## config.mk

```make
export PLATFORM = sky130hd
export DESIGN_NAME = rsb_top
export DESIGN_NICKNAME = d
export VERILOG_FILES = /design/src/rtl/rsb_pkg.sv /design/src/rtl/rsb_slot.sv /design/src/rtl/rsb_top.sv
export SDC_FILE = /design/constraint.sdc
export NUM_CORES = 1
export LEC_CHECK = 0
export BUFFER_PORTS_ARGS = -buffer_cell sky130_fd_sc_hd__buf_2
export CAP_MARGIN = 20
export CORE_ASPECT_RATIO = 0.8
export CORE_UTILIZATION = 57
export CTS_BUF_LIST = sky130_fd_sc_hd__clkbuf_4
export CTS_CLUSTER_DIAMETER = 80
export DETAILED_ROUTE_END_ITERATION = 16
export GPL_ROUTABILITY_DRIVEN = 0
export PLACE_DENSITY = 0.71
export REMOVE_ABC_BUFFERS = 1
export SYNTH_ARGS = -nofsm -noshare
export SYNTH_HDL_FRONTEND = slang
export SYNTH_SLANG_ARGS = --single-unit
```

## constraint.sdc

```tcl
create_clock -name clk -period 7.1 [get_ports clk]
set_clock_uncertainty 0.2 [all_clocks]
set_input_delay 0.355 -clock clk [delete_from_list [all_inputs] [get_ports clk]]
set_output_delay 0.355 -clock clk [all_outputs]
set_load 0.01 [all_outputs]
```

## src/rtl/rsb_pkg.sv

```systemverilog
// Package for the receive signaling buffer: register map, field layout, reset values.
// Assumes an 8-bit register port and a 5-bit timeslot number from the framer.
package rsb_pkg;
	// Register offsets
	localparam logic [7:0] OFF_CONFIG  = 8'hD2;
	localparam logic [7:0] OFF_STATUS  = 8'hD3;
	localparam logic [7:0] OFF_CONTROL = 8'hD4;
	localparam logic [7:0] OFF_DATA    = 8'hD5;
	localparam logic [7:0] OFF_FLAGS0  = 8'hD6;
	localparam logic [7:0] OFF_FLAGS1  = 8'hD7;
	localparam logic [7:0] OFF_FLAGS2  = 8'hD8;
	localparam logic [7:0] OFF_FLAGS3  = 8'hD9;
	// Configuration field positions
	localparam int CFG_FREEZE_BIT = 3;
	localparam int CFG_DEB_BIT    = 2;
	localparam int CFG_IRQ_BIT    = 1;
	localparam logic [7:0] CFG_MASK = 8'h0E;
	// Control field position
	localparam int CTL_RNW_BIT = 7;
	// Indirect location field
	localparam int LOC_EXTRACT_BIT = 4;
	// Reset values
	localparam logic [7:0] RST_BYTE = 8'h00;
	localparam logic [3:0] RST_NIB  = 4'h0;
	// Wait cycles of an indirect operation before its transfer; busy stays high one cycle longer
	localparam logic [1:0] BUSY_CYCLES = 2'h2;
	// Mask of the flags in the last indication register
	localparam logic [7:0] FLAGS3_MASK = 8'h1F;

	typedef enum logic [1:0] {RSB_IDLE, RSB_WAIT, RSB_DONE} rsb_state_t;

	// Register port request
	typedef struct packed {
		logic [7:0] addr;
		logic [7:0] wdata;
		logic       wr;
		logic       rd;
	} rsb_bus_t;

	// Codeword from the framer
	typedef struct packed {
		logic       valid;
		logic [4:0] ts;
		logic [3:0] abcd;
	} rsb_sig_t;
endpackage

```

## src/rtl/rsb_slot.sv

```systemverilog
// One timeslot of the signaling store: debounce, freeze, change detect.
// Assumes codewords arrive one per clock at most, tagged for this slot.
`timescale 1ns/1ns
module rsb_slot (
	input  wire logic       clk,
	input  wire logic       rstn,
	input  wire logic       cw_valid,
	input  wire logic [3:0] cw_abcd,
	input  wire logic       extract,
	input  wire logic       sync,
	input  wire logic       freeze,
	input  wire logic       debounce,
	output logic [3:0]      abcd,
	output logic            changed
);
	logic [3:0] last_r;
	logic [3:0] abcd_r;
	logic       chg_r;
	wire        take   = cw_valid && extract && sync && !freeze;     // RULE1 RULE17
	wire        stable = !debounce || (cw_abcd == last_r);          // RULE2
	wire        upd    = take && stable;

	// Store nibble and pulse a change only on a real new value
	always_ff @(posedge clk)
	begin
		if (!rstn)
		begin
			last_r <= rsb_pkg::RST_NIB;
			abcd_r <= rsb_pkg::RST_NIB;
			chg_r  <= 1'b0;
		end
		else
		begin
			if (cw_valid)
				last_r <= cw_abcd;
			if (upd)
				abcd_r <= cw_abcd;
			chg_r <= upd && (cw_abcd != abcd_r);                    // RULE18
		end
	end
	assign abcd    = abcd_r;
	assign changed = chg_r;

	// Checks: freeze holds, a lone codeword is filtered, flags mean a real change
	property p_freeze;
		@(posedge clk) disable iff (!rstn) freeze |=> abcd_r == $past(abcd_r);
	endproperty
	a_freeze: assert property (p_freeze) // RULE1
		else $error("nibble moved under freeze");
	property p_debounce;
		@(posedge clk) disable iff (!rstn) (debounce && cw_valid && cw_abcd != last_r)
			|=> abcd_r == $past(abcd_r);
	endproperty
	a_debounce: assert property (p_debounce) // RULE2
		else $error("debounce let a lone codeword through");
	property p_change;
		@(posedge clk) disable iff (!rstn) changed |-> abcd_r != $past(abcd_r);
	endproperty
	a_change: assert property (p_change) // RULE18
		else $error("change flagged without a new value");
endmodule

```

## src/rtl/rsb_top.sv

```systemverilog
// Receive E1 signaling buffer: config, indirect access port, change flags, interrupt.
// Assumes framer codewords are synchronous to clk and the host keeps the busy protocol.
// Function
// [RULE1] Freeze holds every stored ABCD nibble unchanged.
// [RULE2] Debounce updates only after two identical consecutive codewords.
// [RULE3] Interrupt asserts when enabled and any change flag is set.
// [RULE4] Busy reads 1 during an indirect operation, else 0.
// [RULE5] Host starts no indirect operation while busy.
// [RULE6] Control bit 7: 0 writes data register, 1 reads target.
// [RULE7] Target address covers 01h-0Fh and 11h-1Fh only.
// [RULE8] Indirect write: load data register, then write control with bit 7 low.
// [RULE9] Indirect read: write control with bit 7 high; data register receives byte.
// [RULE10] A timeslot change sets its change flag; a change in timeslot 31 sets no flag, since no flag bit maps it.
// [RULE11] Writing 1 clears a flag, 0 leaves it; flags reset to 0.
// [RULE12] Flags register 0 bits 7..0 report timeslots 8..1.
// [RULE13] Flags register 1: bit 7 timeslot 17, bits 6..0 timeslots 15..9.
// [RULE14] Flags register 2 bits 7..0 report timeslots 25..18.
// [RULE15] Flags register 3 bits 4..0 report timeslots 30..26.
// [RULE16] Each indirect location serves one timeslot 1-15 or 17-31.
// [RULE17] Location bit 4 enables extraction into read-only bits 3..0.
// [RULE18] A flag rises only when the stored nibble really changes.
// [RULE19] Only control writes start operations; writes while busy are ignored.
//
// Added by the designer: the plain strobed port.
`timescale 1ns/1ns
module rsb_top (
	input  wire logic              clk,
	input  wire logic              rstn,
	input  wire rsb_pkg::rsb_bus_t bus,
	input  wire rsb_pkg::rsb_sig_t sig,
	input  wire logic              mf_sync,
	output logic [7:0]             rdata,
	output logic                   irq
);
	logic [7:0]          cfg_r;
	logic [7:0]          ctl_r;
	logic [7:0]          dat_r;
	logic [31:0]         ext_r;
	logic [31:0]         flag_r;
	logic [7:0]          rdata_r;
	logic                irq_r;
	logic [1:0]          cnt_r;
	rsb_pkg::rsb_state_t st_r;
	logic [3:0]          nib   [32];
	logic [31:0]         chg;

	// Valid timeslot: 1..15 and 17..31
	function automatic logic ts_ok(input logic [6:0] a);
		ts_ok = (a[6:5] == 2'h0) && (a[3:0] != 4'h0);
	endfunction

	wire       busy    = (st_r != rsb_pkg::RSB_IDLE);                // RULE4
	wire       wr_cfg  = bus.wr && (bus.addr == rsb_pkg::OFF_CONFIG);
	wire       wr_ctl  = bus.wr && (bus.addr == rsb_pkg::OFF_CONTROL);
	wire       wr_dat  = bus.wr && (bus.addr == rsb_pkg::OFF_DATA);
	wire       start   = wr_ctl && !busy;                           // RULE19
	wire [4:0] tgt     = ctl_r[4:0];
	wire       tgt_ok  = ts_ok(ctl_r[6:0]);                         // RULE7
	wire       is_rd   = ctl_r[rsb_pkg::CTL_RNW_BIT];               // RULE6
	wire       freeze  = cfg_r[rsb_pkg::CFG_FREEZE_BIT];
	wire       deb     = cfg_r[rsb_pkg::CFG_DEB_BIT];
	wire       irq_en  = cfg_r[rsb_pkg::CFG_IRQ_BIT];
	wire [7:0] loc_rd  = {3'h0, ext_r[tgt], nib[tgt]};              // RULE17
	wire [7:0] w1c [4];
	assign w1c[0] = (bus.wr && bus.addr == rsb_pkg::OFF_FLAGS0) ? bus.wdata : 8'h00;
	assign w1c[1] = (bus.wr && bus.addr == rsb_pkg::OFF_FLAGS1) ? bus.wdata : 8'h00;
	assign w1c[2] = (bus.wr && bus.addr == rsb_pkg::OFF_FLAGS2) ? bus.wdata : 8'h00;
	assign w1c[3] = (bus.wr && bus.addr == rsb_pkg::OFF_FLAGS3) ?
		(bus.wdata & rsb_pkg::FLAGS3_MASK) : 8'h00;

	// Flag bit order: flag n at index n-1, mapped to its timeslot
	wire [31:0] evt = {3'h0, chg[30:26], chg[25:18],         // RULE14 RULE15
		chg[17], chg[15:9], chg[8:1]};                       // RULE12 RULE13
	wire [31:0] clr = {w1c[3], w1c[2], w1c[1], w1c[0]};
	wire [31:0] flag_nxt = (flag_r & ~clr) | evt;                   // RULE10 RULE11

	// One store per timeslot; 0 and 16 carry no channel signaling
	genvar g;
	generate
		for (g = 0; g < 32; g++)
		begin : g_slot
			if (g == 0 || g == 16)
			begin : g_none
				assign nib[g] = rsb_pkg::RST_NIB;
				assign chg[g] = 1'b0;
			end
			else
			begin : g_ts
				rsb_slot u_slot (
					.clk      (clk),
					.rstn     (rstn),
					.cw_valid (sig.valid && sig.ts == 5'(g)),         // RULE16
					.cw_abcd  (sig.abcd),
					.extract  (ext_r[g]),
					.sync     (mf_sync),
					.freeze   (freeze),
					.debounce (deb),
					.abcd     (nib[g]),
					.changed  (chg[g])
				);
			end
		end
	endgenerate

	// Read mux; unmapped reads return zero
	logic [7:0] rd_mux;
	always_comb
	begin
		case (bus.addr)
			rsb_pkg::OFF_CONFIG:  rd_mux = cfg_r & rsb_pkg::CFG_MASK;
			rsb_pkg::OFF_STATUS:  rd_mux = {7'h00, busy};
			rsb_pkg::OFF_CONTROL: rd_mux = ctl_r;
			rsb_pkg::OFF_DATA:    rd_mux = dat_r;
			rsb_pkg::OFF_FLAGS0:  rd_mux = flag_r[7:0];
			rsb_pkg::OFF_FLAGS1:  rd_mux = flag_r[15:8];
			rsb_pkg::OFF_FLAGS2:  rd_mux = flag_r[23:16];
			rsb_pkg::OFF_FLAGS3:  rd_mux = flag_r[31:24];
			default:              rd_mux = 8'h00;
		endcase
	end

	// Host registers and flags
	always_ff @(posedge clk)
	begin
		if (!rstn)
		begin
			cfg_r   <= rsb_pkg::RST_BYTE;
			ctl_r   <= rsb_pkg::RST_BYTE;
			flag_r  <= 32'h0000_0000;
			rdata_r <= rsb_pkg::RST_BYTE;
			irq_r   <= 1'b0;
		end
		else
		begin
			if (wr_cfg)
				cfg_r <= bus.wdata & rsb_pkg::CFG_MASK;
			if (start)
				ctl_r <= bus.wdata;                                  // RULE19
			flag_r  <= flag_nxt;
			rdata_r <= bus.rd ? rd_mux : 8'h00;
			irq_r   <= irq_en && (flag_nxt != 32'h0000_0000);       // RULE3
		end
	end

	// Indirect engine: a fixed busy time, then the transfer
	always_ff @(posedge clk)
	begin
		if (!rstn)
		begin
			st_r  <= rsb_pkg::RSB_IDLE;
			cnt_r <= 2'h0;
			dat_r <= rsb_pkg::RST_BYTE;
			ext_r <= 32'h0000_0000;
		end
		else
		begin
			case (st_r)
				rsb_pkg::RSB_IDLE:
				begin
					if (wr_dat)
						dat_r <= bus.wdata;                          // RULE8
					if (start)
					begin
						st_r  <= rsb_pkg::RSB_WAIT;
						cnt_r <= rsb_pkg::BUSY_CYCLES;
					end
				end
				rsb_pkg::RSB_WAIT:
				begin
					cnt_r <= cnt_r - 2'h1;
					if (cnt_r == 2'h1)
						st_r <= rsb_pkg::RSB_DONE;
				end
				rsb_pkg::RSB_DONE:
				begin
					if (is_rd)
						dat_r <= tgt_ok ? loc_rd : 8'h00;            // RULE9
					else if (tgt_ok)
						ext_r[tgt] <= dat_r[rsb_pkg::LOC_EXTRACT_BIT]; // RULE6
					st_r <= rsb_pkg::RSB_IDLE;
				end
				default: st_r <= rsb_pkg::RSB_IDLE;
			endcase
		end
	end

	assign rdata = rdata_r;
	assign irq   = irq_r;

	// Checks: busy timing and the busy handshake
	property p_busy_after_start;
		@(posedge clk) disable iff (!rstn) start |=> busy[*3] ##1 !busy;
	endproperty
	a_busy_after_start: assert property (p_busy_after_start) // RULE4
		else $error("busy length wrong");
	property p_status_read;
		@(posedge clk) disable iff (!rstn) (bus.rd && bus.addr == rsb_pkg::OFF_STATUS)
			|=> rdata == {7'h00, $past(busy)};
	endproperty
	a_status_read: assert property (p_status_read) // RULE4
		else $error("status does not show busy");
	property p_start_busy;
		@(posedge clk) disable iff (!rstn) start |=> busy && ctl_r == $past(bus.wdata);
	endproperty
	a_start_busy: assert property (p_start_busy) // RULE19
		else $error("control write did not launch");
	property p_ignore_busy;
		@(posedge clk) disable iff (!rstn) (wr_ctl && busy) |=> ctl_r == $past(ctl_r);
	endproperty
	a_ignore_busy: assert property (p_ignore_busy) // RULE19
		else $error("control changed while busy");
	property p_dat_hold;
		@(posedge clk) disable iff (!rstn) (wr_dat && st_r == rsb_pkg::RSB_WAIT) |=> dat_r == $past(dat_r);
	endproperty
	a_dat_hold: assert property (p_dat_hold)
		else $error("data register written while busy");

	// Checks: indirect transfers
	property p_read_data;
		@(posedge clk) disable iff (!rstn) (st_r == rsb_pkg::RSB_DONE && is_rd && tgt_ok)
			|=> dat_r[3:0] == $past(nib[tgt]);
	endproperty
	a_read_data: assert property (p_read_data) // RULE9
		else $error("indirect read wrong");
	property p_read_zero;
		@(posedge clk) disable iff (!rstn) (st_r == rsb_pkg::RSB_DONE && is_rd && !tgt_ok)
			|=> dat_r == 8'h00;
	endproperty
	a_read_zero: assert property (p_read_zero) // RULE7
		else $error("read of a bad target not zero");
	property p_ext_write;
		@(posedge clk) disable iff (!rstn) (st_r == rsb_pkg::RSB_DONE && !is_rd && tgt_ok)
			|=> ext_r[tgt] == $past(dat_r[rsb_pkg::LOC_EXTRACT_BIT]);
	endproperty
	a_ext_write: assert property (p_ext_write) // RULE8
		else $error("indirect write lost");
	property p_bad_target;
		@(posedge clk) disable iff (!rstn) (st_r == rsb_pkg::RSB_DONE && !is_rd && !tgt_ok)
			|=> ext_r == $past(ext_r);
	endproperty
	a_bad_target: assert property (p_bad_target) // RULE7
		else $error("write to a bad target landed");

	// Checks: change flags and their mapping
	property p_w1c;
		@(posedge clk) disable iff (!rstn) (w1c[0][0] && !evt[0]) |=> !flag_r[0];
	endproperty
	a_w1c: assert property (p_w1c) // RULE11
		else $error("flag not cleared");
	property p_set_wins;
		@(posedge clk) disable iff (!rstn) evt[0] |=> flag_r[0];
	endproperty
	a_set_wins: assert property (p_set_wins) // RULE10
		else $error("flag event lost");
	property p_map0;
		@(posedge clk) disable iff (!rstn) chg[8:1] != 8'h00
			|=> (flag_r[7:0] & $past(chg[8:1])) == $past(chg[8:1]);
	endproperty
	a_map0: assert property (p_map0) // RULE12
		else $error("timeslot 1 to 8 flag missing");
	property p_map1;
		@(posedge clk) disable iff (!rstn) chg[15:9] != 7'h00
			|=> (flag_r[14:8] & $past(chg[15:9])) == $past(chg[15:9]);
	endproperty
	a_map1: assert property (p_map1) // RULE13
		else $error("timeslot 9 to 15 flag missing");
	property p_map17;
		@(posedge clk) disable iff (!rstn) chg[17] |=> flag_r[15];
	endproperty
	a_map17: assert property (p_map17) // RULE13
		else $error("timeslot 17 flag missing");
	property p_map2;
		@(posedge clk) disable iff (!rstn) chg[25:18] != 8'h00
			|=> (flag_r[23:16] & $past(chg[25:18])) == $past(chg[25:18]);
	endproperty
	a_map2: assert property (p_map2) // RULE14
		else $error("timeslot 18 to 25 flag missing");
	property p_map3;
		@(posedge clk) disable iff (!rstn) chg[30:26] != 5'h00
			|=> (flag_r[28:24] & $past(chg[30:26])) == $past(chg[30:26]);
	endproperty
	a_map3: assert property (p_map3) // RULE15
		else $error("timeslot 26 to 30 flag missing");
	property p_flags3_top;
		@(posedge clk) disable iff (!rstn) flag_r[31:29] == 3'h0;
	endproperty
	a_flags3_top: assert property (p_flags3_top) // RULE15
		else $error("unused flag bit set");

	// Checks: interrupt and read port
	property p_irq;
		@(posedge clk) disable iff (!rstn) irq |-> (irq_en || $past(irq_en)) && flag_r != 0;
	endproperty
	a_irq: assert property (p_irq) // RULE3
		else $error("irq without flag");
	property p_irq_off;
		@(posedge clk) disable iff (!rstn) (!irq_en && $stable(irq_en)) |=> !irq;
	endproperty
	a_irq_off: assert property (p_irq_off) // RULE3
		else $error("irq while disabled");
	property p_irq_on;
		@(posedge clk) disable iff (!rstn) (irq_en && (flag_r & ~clr) != 32'h0000_0000)
			|=> irq;
	endproperty
	a_irq_on: assert property (p_irq_on) // RULE3
		else $error("irq missing with a flag set");
	property p_rdata_zero;
		@(posedge clk) disable iff (!rstn) !bus.rd |=> rdata == 8'h00;
	endproperty
	a_rdata_zero: assert property (p_rdata_zero)
		else $error("rdata outside read");

	// Coverage of the main scenarios
	c_read: cover property (@(posedge clk) start && bus.wdata[7]);
	c_write: cover property (@(posedge clk) start && !bus.wdata[7]);
	c_irq: cover property (@(posedge clk) irq);
	c_flag_clear: cover property (@(posedge clk) (flag_r & clr) != 32'h0000_0000);
	c_bad_target: cover property (@(posedge clk) st_r == rsb_pkg::RSB_DONE && !tgt_ok);
endmodule

```

==> impl_metrics.env, run 1 <==
export IMPL_syn_avg_cell_area_sq_um=9.50
export IMPL_ant_nets=0
export IMPL_crit_path_end_kind="register"
export IMPL_setup_viol=0
export IMPL_vias_per_cell=5.95
export IMPL_clk_pin_slew_ns=0.07
export IMPL_drive_gt1_share_pct=13.2
export IMPL_synth_top_cell_area_share_pct=38.9
export IMPL_hold_viol=0
export IMPL_critical_path_slowest_cell="buf_4"
export IMPL_maxCapViolations=0
export IMPL_synth_area_leaders="dfxtp_1 (39%), xor2_1 (11%), mux2i_1 (9.9%)"
export IMPL_ys_ff_latch=362
export IMPL_critical_path_arrival_ns=3.60
export IMPL_multi_input_area_sq_mm=0.0107
export IMPL_yosysMostFrequentCell="dfxtp_1"
export IMPL_numCtsBuffers=91
export IMPL_htreeDepth=3
export IMPL_firstDrtPassIters=5
export IMPL_status="finished clean"
export IMPL_grt_pass1_vias=14100
export IMPL_post_cts_resized=0
export IMPL_ys_types=66
export IMPL_die_x_microns=204
export IMPL_hold_path_class="in2reg"
export IMPL_slew_limit_headroom_pct=25.5
export IMPL_post_dp_hpwl_mm=32.1
export IMPL_fin_ws_ns=3.94
export IMPL_p_int_uw=3100
export IMPL_synth_largest_area_cell="dfxtp_1"
export IMPL_path_common_cell="buf_4"
export IMPL_antenna_found_initial=1
export IMPL_worst_slew_pin_slew_ns=1.11
export IMPL_cts_path_max_buffers=3
export IMPL_syn_inst=1961
export IMPL_switching_power_uw=1010
export IMPL_setup_tns_ns=0
export IMPL_synth_warnings=0
export IMPL_die_h_microns=164
export IMPL_clkLatencyLatePin_ns=0.79
export IMPL_powerDensity_mw_per_mm2=202
export IMPL_fp_dieArea_sq_mm=0.0334
export IMPL_path_max_fanout=60
export IMPL_synth_edf_count=0
export IMPL_regArea_sq_mm=0.00725
export IMPL_rows=58
export IMPL_port_buffers=39
export IMPL_clockPowerShare_pct=44.2
export IMPL_fin_crit_sh_pct=44.5
export IMPL_pre_cts_ws_ns=3.84
export IMPL_grt_pass1_wl_mm=77.8
export IMPL_ioPinCount=40
export IMPL_core_sq_mm=0.0318
export IMPL_grt_usage_pct=29.8
export IMPL_fmax_mhz=317
export IMPL_vdd_drop_max_mv=0.125
export IMPL_grt_max_degree=189
export IMPL_switching_share_pct=24.5
export IMPL_overflow=0
export IMPL_p_comb_share_pct=6.2
export IMPL_vias=14600
export IMPL_start_kind="input port"
export IMPL_routed_wl_mm=49.3
export IMPL_critPathTopFamily="buffers and inverters"
export IMPL_grt_setup_unrepaired="no"
export IMPL_crit_required_ns=7.55
export IMPL_wl_per_cell_microns=20.1
export IMPL_holdWs_ns=0.0855
export IMPL_drv_slew=0
export IMPL_drc_errors=0
export IMPL_cpPeakStageDelay_ns=0.74
export IMPL_crit_chain="dlygate4sd3_1 > buf_4 > buf_4 > xor2_1 > o41ai_1 > nand4_1 > mux2i_1 > nor2b_1"
export IMPL_cts_tree="yes"
export IMPL_cts_root_buf="clkbuf_4"
export IMPL_clock_sinks=362
export IMPL_fillers=2729
export IMPL_synth_commonest_cells="dfxtp_1 (362), xor2_1 (236), nor2b_1 (195)"
export IMPL_final_nets=2003
export IMPL_worstSetupPathType="in2reg"
export IMPL_seqPwrFrac_pct=49.7
export IMPL_finalCriticalPeriod_ns=3.16
export IMPL_async_reset_ff_share_pct=0
export IMPL_ys_seq_area_share_pct=38.9
export IMPL_worst_path_buf_inv=3
export IMPL_synth_area_sq_mm=0.0186
export IMPL_drtIter0Drc=1366
export IMPL_start_util_pct=58.6
export IMPL_utilization_pct=63.7
export IMPL_synth_flop_cell="dfxtp_1"
export IMPL_syn2layout_area_growth_pct=8.79
export IMPL_leakage_uw=0.00853
## state kept, by name, indices dropped and copies added (netlist names)
name                        flops
ctl_r                           8
cnt_r                           2
irq                             1
flag_r                         29
g_slot.g_ts.u_slot.changed     29
g_slot.g_ts.u_slot.last_r     120
rdata                           8
ext_r                          32
dat_r                           8
st_r                            2
cfg_r                           3
g_slot.g_ts.u_slot.abcd       120
## placed cells by master, fill, tap and decap left out, types with 16 or more instances in the layout
cell	netlist	final
a21boi_0	108	108
a21oi_1	16	16
a22oi_1	28	28
buf_2	34	34
buf_4	1	19
clkbuf_4	0	128
clkinv_1	0	16
dfxtp_1	362	360
dlygate4sd3_1	0	24
inv_1	20	20
mux2i_1	185	185
mux4_2	40	40
nand2_1	161	161
nand3_1	26	26
nand4_1	39	39
nor2_1	86	86
nor2b_1	195	194
o21a_1	21	21
o21ai_0	82	82
o41ai_1	61	61
or2_2	16	16
xor2_1	236	236
## worst reg2reg max path: cells and delay by family, from the launching register on
kind	cells	cell delay, ns
and+or+nand+nor	3	1.31
muxes	1	0.22
buffers and inverters	2	0.93
DFF	1	0.32
## final timing paths
path,slack [ns],cells past startpoint,startpoint,to
max,3.94,8,sig[1],g_slot[5].g_ts.u_slot.abcd[2]
min reg2reg,0.25,2,g_slot[12].g_ts.u_slot.changed,flag_r[11]
max reg2reg,4.03,6,ctl_r[0],ext_r[23]
min,0.09,3,rstn,st_r[1]
## cell type report
class | count | share of cell area, %
clock inverters | 24 | 0.982
repair buffers | 79 | 2.90
diodes | 3 | 0.0371
multi-input cells | 1417 | 52.6
well taps | 420 | 2.59
clock buffers | 128 | 4.74
inverters | 20 | 0.371
flip-flops and latches | 362 | 35.8
## per-stage QoR
| step | total power (uW) | instance area [sq um] | std cells |
|---|---|---|---|
| 5_1_grt | 4280 | 20300 | 2452 |
| 6_report | 4100 | 20300 | 2453 |
| 3_3_place_gp | 2320 | 18900 | 2274 |
| 4_1_cts | 4140 | 20300 | 2450 |
| 2_1_floorplan | 2190 | 18000 | 1799 |
| 3_5_place_dp | 2320 | 18900 | 2274 |
## repair_timing
action	CTS	global route
setup buffers	0	0
endpoints found under the hold margin	131	0
hold buffers	24	0
## power by group through the flow
stage / combinational, uW / sequential [uW] / clock, uW
after global routing: 269 / 2040 / 1970
after CTS: 248 / 2040 / 1850
after detailed placement: 239 / 2080 / 0
after global placement: 235 / 2080 / 0
after floorplan: 109 / 2080 / 0
final: 252 / 2040 / 1810
## cells by family after synthesis
| logic type | synth area share, % |
|---|---|
| AO/OA/AOI/OAI | 13.5 |
| XOR/XNOR | 11.1 |
| adder cells (fa/ha/maj) | 0.0672 |
| buffers and inverters | 3.96 |
| flip-flops | 38.9 |
| multiplexers | 15.3 |
| AND/OR/NAND/NOR | 17.2 |
## routing by layer
metal  global-route usage [%]  wire length [microns]
met2                     44.7                  21500
met3                     7.40                   3840
met5                        0                      0
met4                     10.2                   1090
met1                     41.6                  22900
No activity file was read; power rests on OpenSTA's default activity.
==> inputs of run 2 (changes only) <==
--- a/config.mk
+++ b/config.mk
@@ -13,7 +13,7 @@
 export CTS_CLUSTER_DIAMETER = 80
 export DETAILED_ROUTE_END_ITERATION = 16
 export GPL_ROUTABILITY_DRIVEN = 0
-export PLACE_DENSITY = 0.71
+export PLACE_DENSITY = 0.73
 export REMOVE_ABC_BUFFERS = 1
 export SYNTH_ARGS = -nofsm -noshare
 export SYNTH_HDL_FRONTEND = slang
==> constraint.sdc (replaced) <==
create_clock -name clk -period 2.68 [get_ports clk]
set_clock_uncertainty 0.2 [all_clocks]
set_input_delay 0.134 -clock clk [delete_from_list [all_inputs] [get_ports clk]]
set_output_delay 0.134 -clock clk [all_outputs]
set_load 0.01 [all_outputs]
==> run 2 against run 1 <==
- sequential power grew to 2.6 times the previous value
- critical endpoint is now irq
- cell count up 4.3%
- largest power group unchanged
- first-iteration DRC count rose by 9.4%
- worst setup slack worse by 3.9 ns
- combinational power increased to 3.0 times the previous value
- clock power rose to 2.5 times the previous value
- wire length rose by 3.2%
- clock-buffer cell count down 1
- largest cell class unchanged
- via count is 4.1% higher
==> impl_metrics.env, run 2 (synthesis gave the netlist of run 1 again) <==
export IMPL_multi_input_area_sq_mm=0.0107
export IMPL_crit_required_ns=3.12
export IMPL_wl_per_cell_microns=19.9
export IMPL_final_nets=2105
export IMPL_fmax_mhz=381
export IMPL_setup_tns_ns=0
export IMPL_switching_power_uw=2710
export IMPL_drv_slew=0
export IMPL_post_cts_buffers=0
export IMPL_p_comb_share_pct=7.0
export IMPL_pre_cts_ws_ns=0.189
export IMPL_routed_wl_mm=50.9
export IMPL_firstDrtPassIters=6
export IMPL_power_uw=10700
export IMPL_ioPinCount=40
export IMPL_clkLatencyLatePin_ns=0.77
export IMPL_hold_viol=0
export IMPL_syn2layout_area_growth_pct=13.7
export IMPL_cts_tree="yes"
export IMPL_numCtsBuffers=90
export IMPL_clk_pin_slew_ns=0.07
export IMPL_maxCapViolations=0
export IMPL_finalCriticalPeriod_ns=2.63
export IMPL_leakage_uw=0.00902
export IMPL_critical_path_arrival_ns=3.07
export IMPL_seqPwrFrac_pct=50.6
export IMPL_overflow=0
export IMPL_grt_setup_unrepaired="no"
export IMPL_regArea_sq_mm=0.00725
export IMPL_rr_worst_depth=7
export IMPL_min_to="g_slot[23].g_ts.u_slot.changed"
export IMPL_crit_path_end_kind="register"
export IMPL_cts_root_buf="clkbuf_4"
export IMPL_hold_path_class="in2reg"
export IMPL_rows=58
export IMPL_switching_share_pct=25.4
export IMPL_powerDensity_mw_per_mm2=504
export IMPL_hp_start="mf_sync"
export IMPL_core_sq_mm=0.0318
export IMPL_ant_nets=0
export IMPL_path_max_fanout=5
export IMPL_vdd_drop_max_mv=0.381
export IMPL_drive_gt1_share_pct=15.9
export IMPL_grt_pass1_vias=14800
export IMPL_dr_wl_met3_mm=4.65
export IMPL_rr_startpoint="st_r[0]"
export IMPL_fin_ws_ns=0.0526
export IMPL_worstSetupPathType="in2reg"
export IMPL_status="finished clean"
export IMPL_setup_viol=0
export IMPL_antenna_found_initial=2
export IMPL_hold_depth=6
export IMPL_die_h_microns=164
export IMPL_p_int_uw=7970
export IMPL_ff2ff_setup_slack_ns=0.16
export IMPL_utilization_pct=66.7
export IMPL_htreeDepth=3
export IMPL_r2r_end="ctl_r[6]"
export IMPL_start_kind="input port"
export IMPL_wl_met2_mm=22.0
export IMPL_dr_max_layer_used="met4"
export IMPL_grt_usage_pct=31.1
export IMPL_vias=15200
export IMPL_cts_path_max_buffers=3
export IMPL_layout_common_cells="dfxtp_1 (360), xor2_1 (236), nor2b_1 (194), mux2i_1 (185), nand2_1 (161)"
export IMPL_die_x_microns=204
export IMPL_drtIter0Drc=1494
export IMPL_clockPowerShare_pct=42.4
export IMPL_clock_sinks=362
export IMPL_worst_slew_pin_slew_ns=0.930
export IMPL_fillers=2523
export IMPL_fp_dieArea_sq_mm=0.0334
export IMPL_post_dp_hpwl_mm=34.3
export IMPL_grt_pass1_wl_mm=81.5
export IMPL_drc_errors=0
export IMPL_slew_limit_headroom_pct=38.0
export IMPL_wl_met1_mm=22.8
export IMPL_start_util_pct=58.6
export IMPL_port_buffers=39
export IMPL_final_common_cell="dfxtp_1"
export IMPL_vias_per_cell=5.94
export IMPL_fin_crit_sh_pct=98.0
export IMPL_grt_max_degree=102
-- run 2: changes by cell type in the layout (fill, tap and decap cells not counted), sizes merged --
cell          before  now
clkinv            19   23
clkbuf           129  128
dlymetal6s4s       0    1
clkinvlp           0    1
inv               21   23
buf               54  125
bufinv             4    1
dlygate4sd3       24   55
-- run 2: per-layer routing --
metal	vias to the layer above	global-route usage [%]
li1	7109	-
met1	7294	43.9
met2	667	45.4
met3	135	8.08
met4	0	11.5
met5	-	0
-- run 2: power groups by stage --
stage               Combinational (uW)  Clock [uW]  Sequential, uW
finish                             747        4530            5400
global route                       797        4900            5400
CTS                                729        4630            5400
detailed placement                 683           0            5520
global placement                   674           0            5520
floorplan                          289           0            5520
-- run 2: timing repair --
| item | 4_1_cts | 5_1_grt |
|---|---|---|
| endpoints found under the setup margin | 0 | 7 |
| gates resized for setup | 0 | 4 |
| hold buffers | 57 | 0 |
| endpoints found under the hold margin | 268 | 0 |
-- run 2: worst max-delay path by stage --
stage                                             to  startpoint
floorplan                                  ext_r[23]    ctl_r[0]
global placement                            dat_r[4]    ctl_r[0]
detailed placement    g_slot[10].g_ts.u_slot.abcd[0]      sig[2]
CTS                                         cfg_r[1]     bus[13]
global route        g_slot[11].g_ts.u_slot.last_r[2]      sig[6]
finish                                           irq     bus[15]
-- run 2: final cells by class --
| type | instances | area share, % |
|---|---|---|
| timing repair buffer | 182 | 7.40 |
| antenna | 3 | 0.0354 |
| clock buffer | 127 | 4.50 |
| tap | 420 | 2.48 |
| multi-input combinational | 1417 | 50.3 |
| sequential | 362 | 34.2 |
| clock inverter | 28 | 0.661 |
| inverter | 20 | 0.354 |
-- run 2: metrics by stage --
stage / instances / instance area (sq um) / hold WS (ns)
after floorplan: 1799 / 18000 / 0.0478
after global placement: 2345 / 19500 / 0.239
after global routing: 2559 / 21200 / 0.0725
after CTS: 2557 / 21200 / 0.0129
after detailed placement: 2345 / 19500 / 0.245
final: 2559 / 21200 / 0.0919
-- run 2: critical path, cell delays in order --
cell and delay (ns):
buf_2 0.11, dlygate4sd3_1 0.54, and4b_1 0.35, dlygate4sd3_1 0.72, nand4_1 0.19, a21oi_1 0.37
nand4_1 0.25, o311a_1 0.41
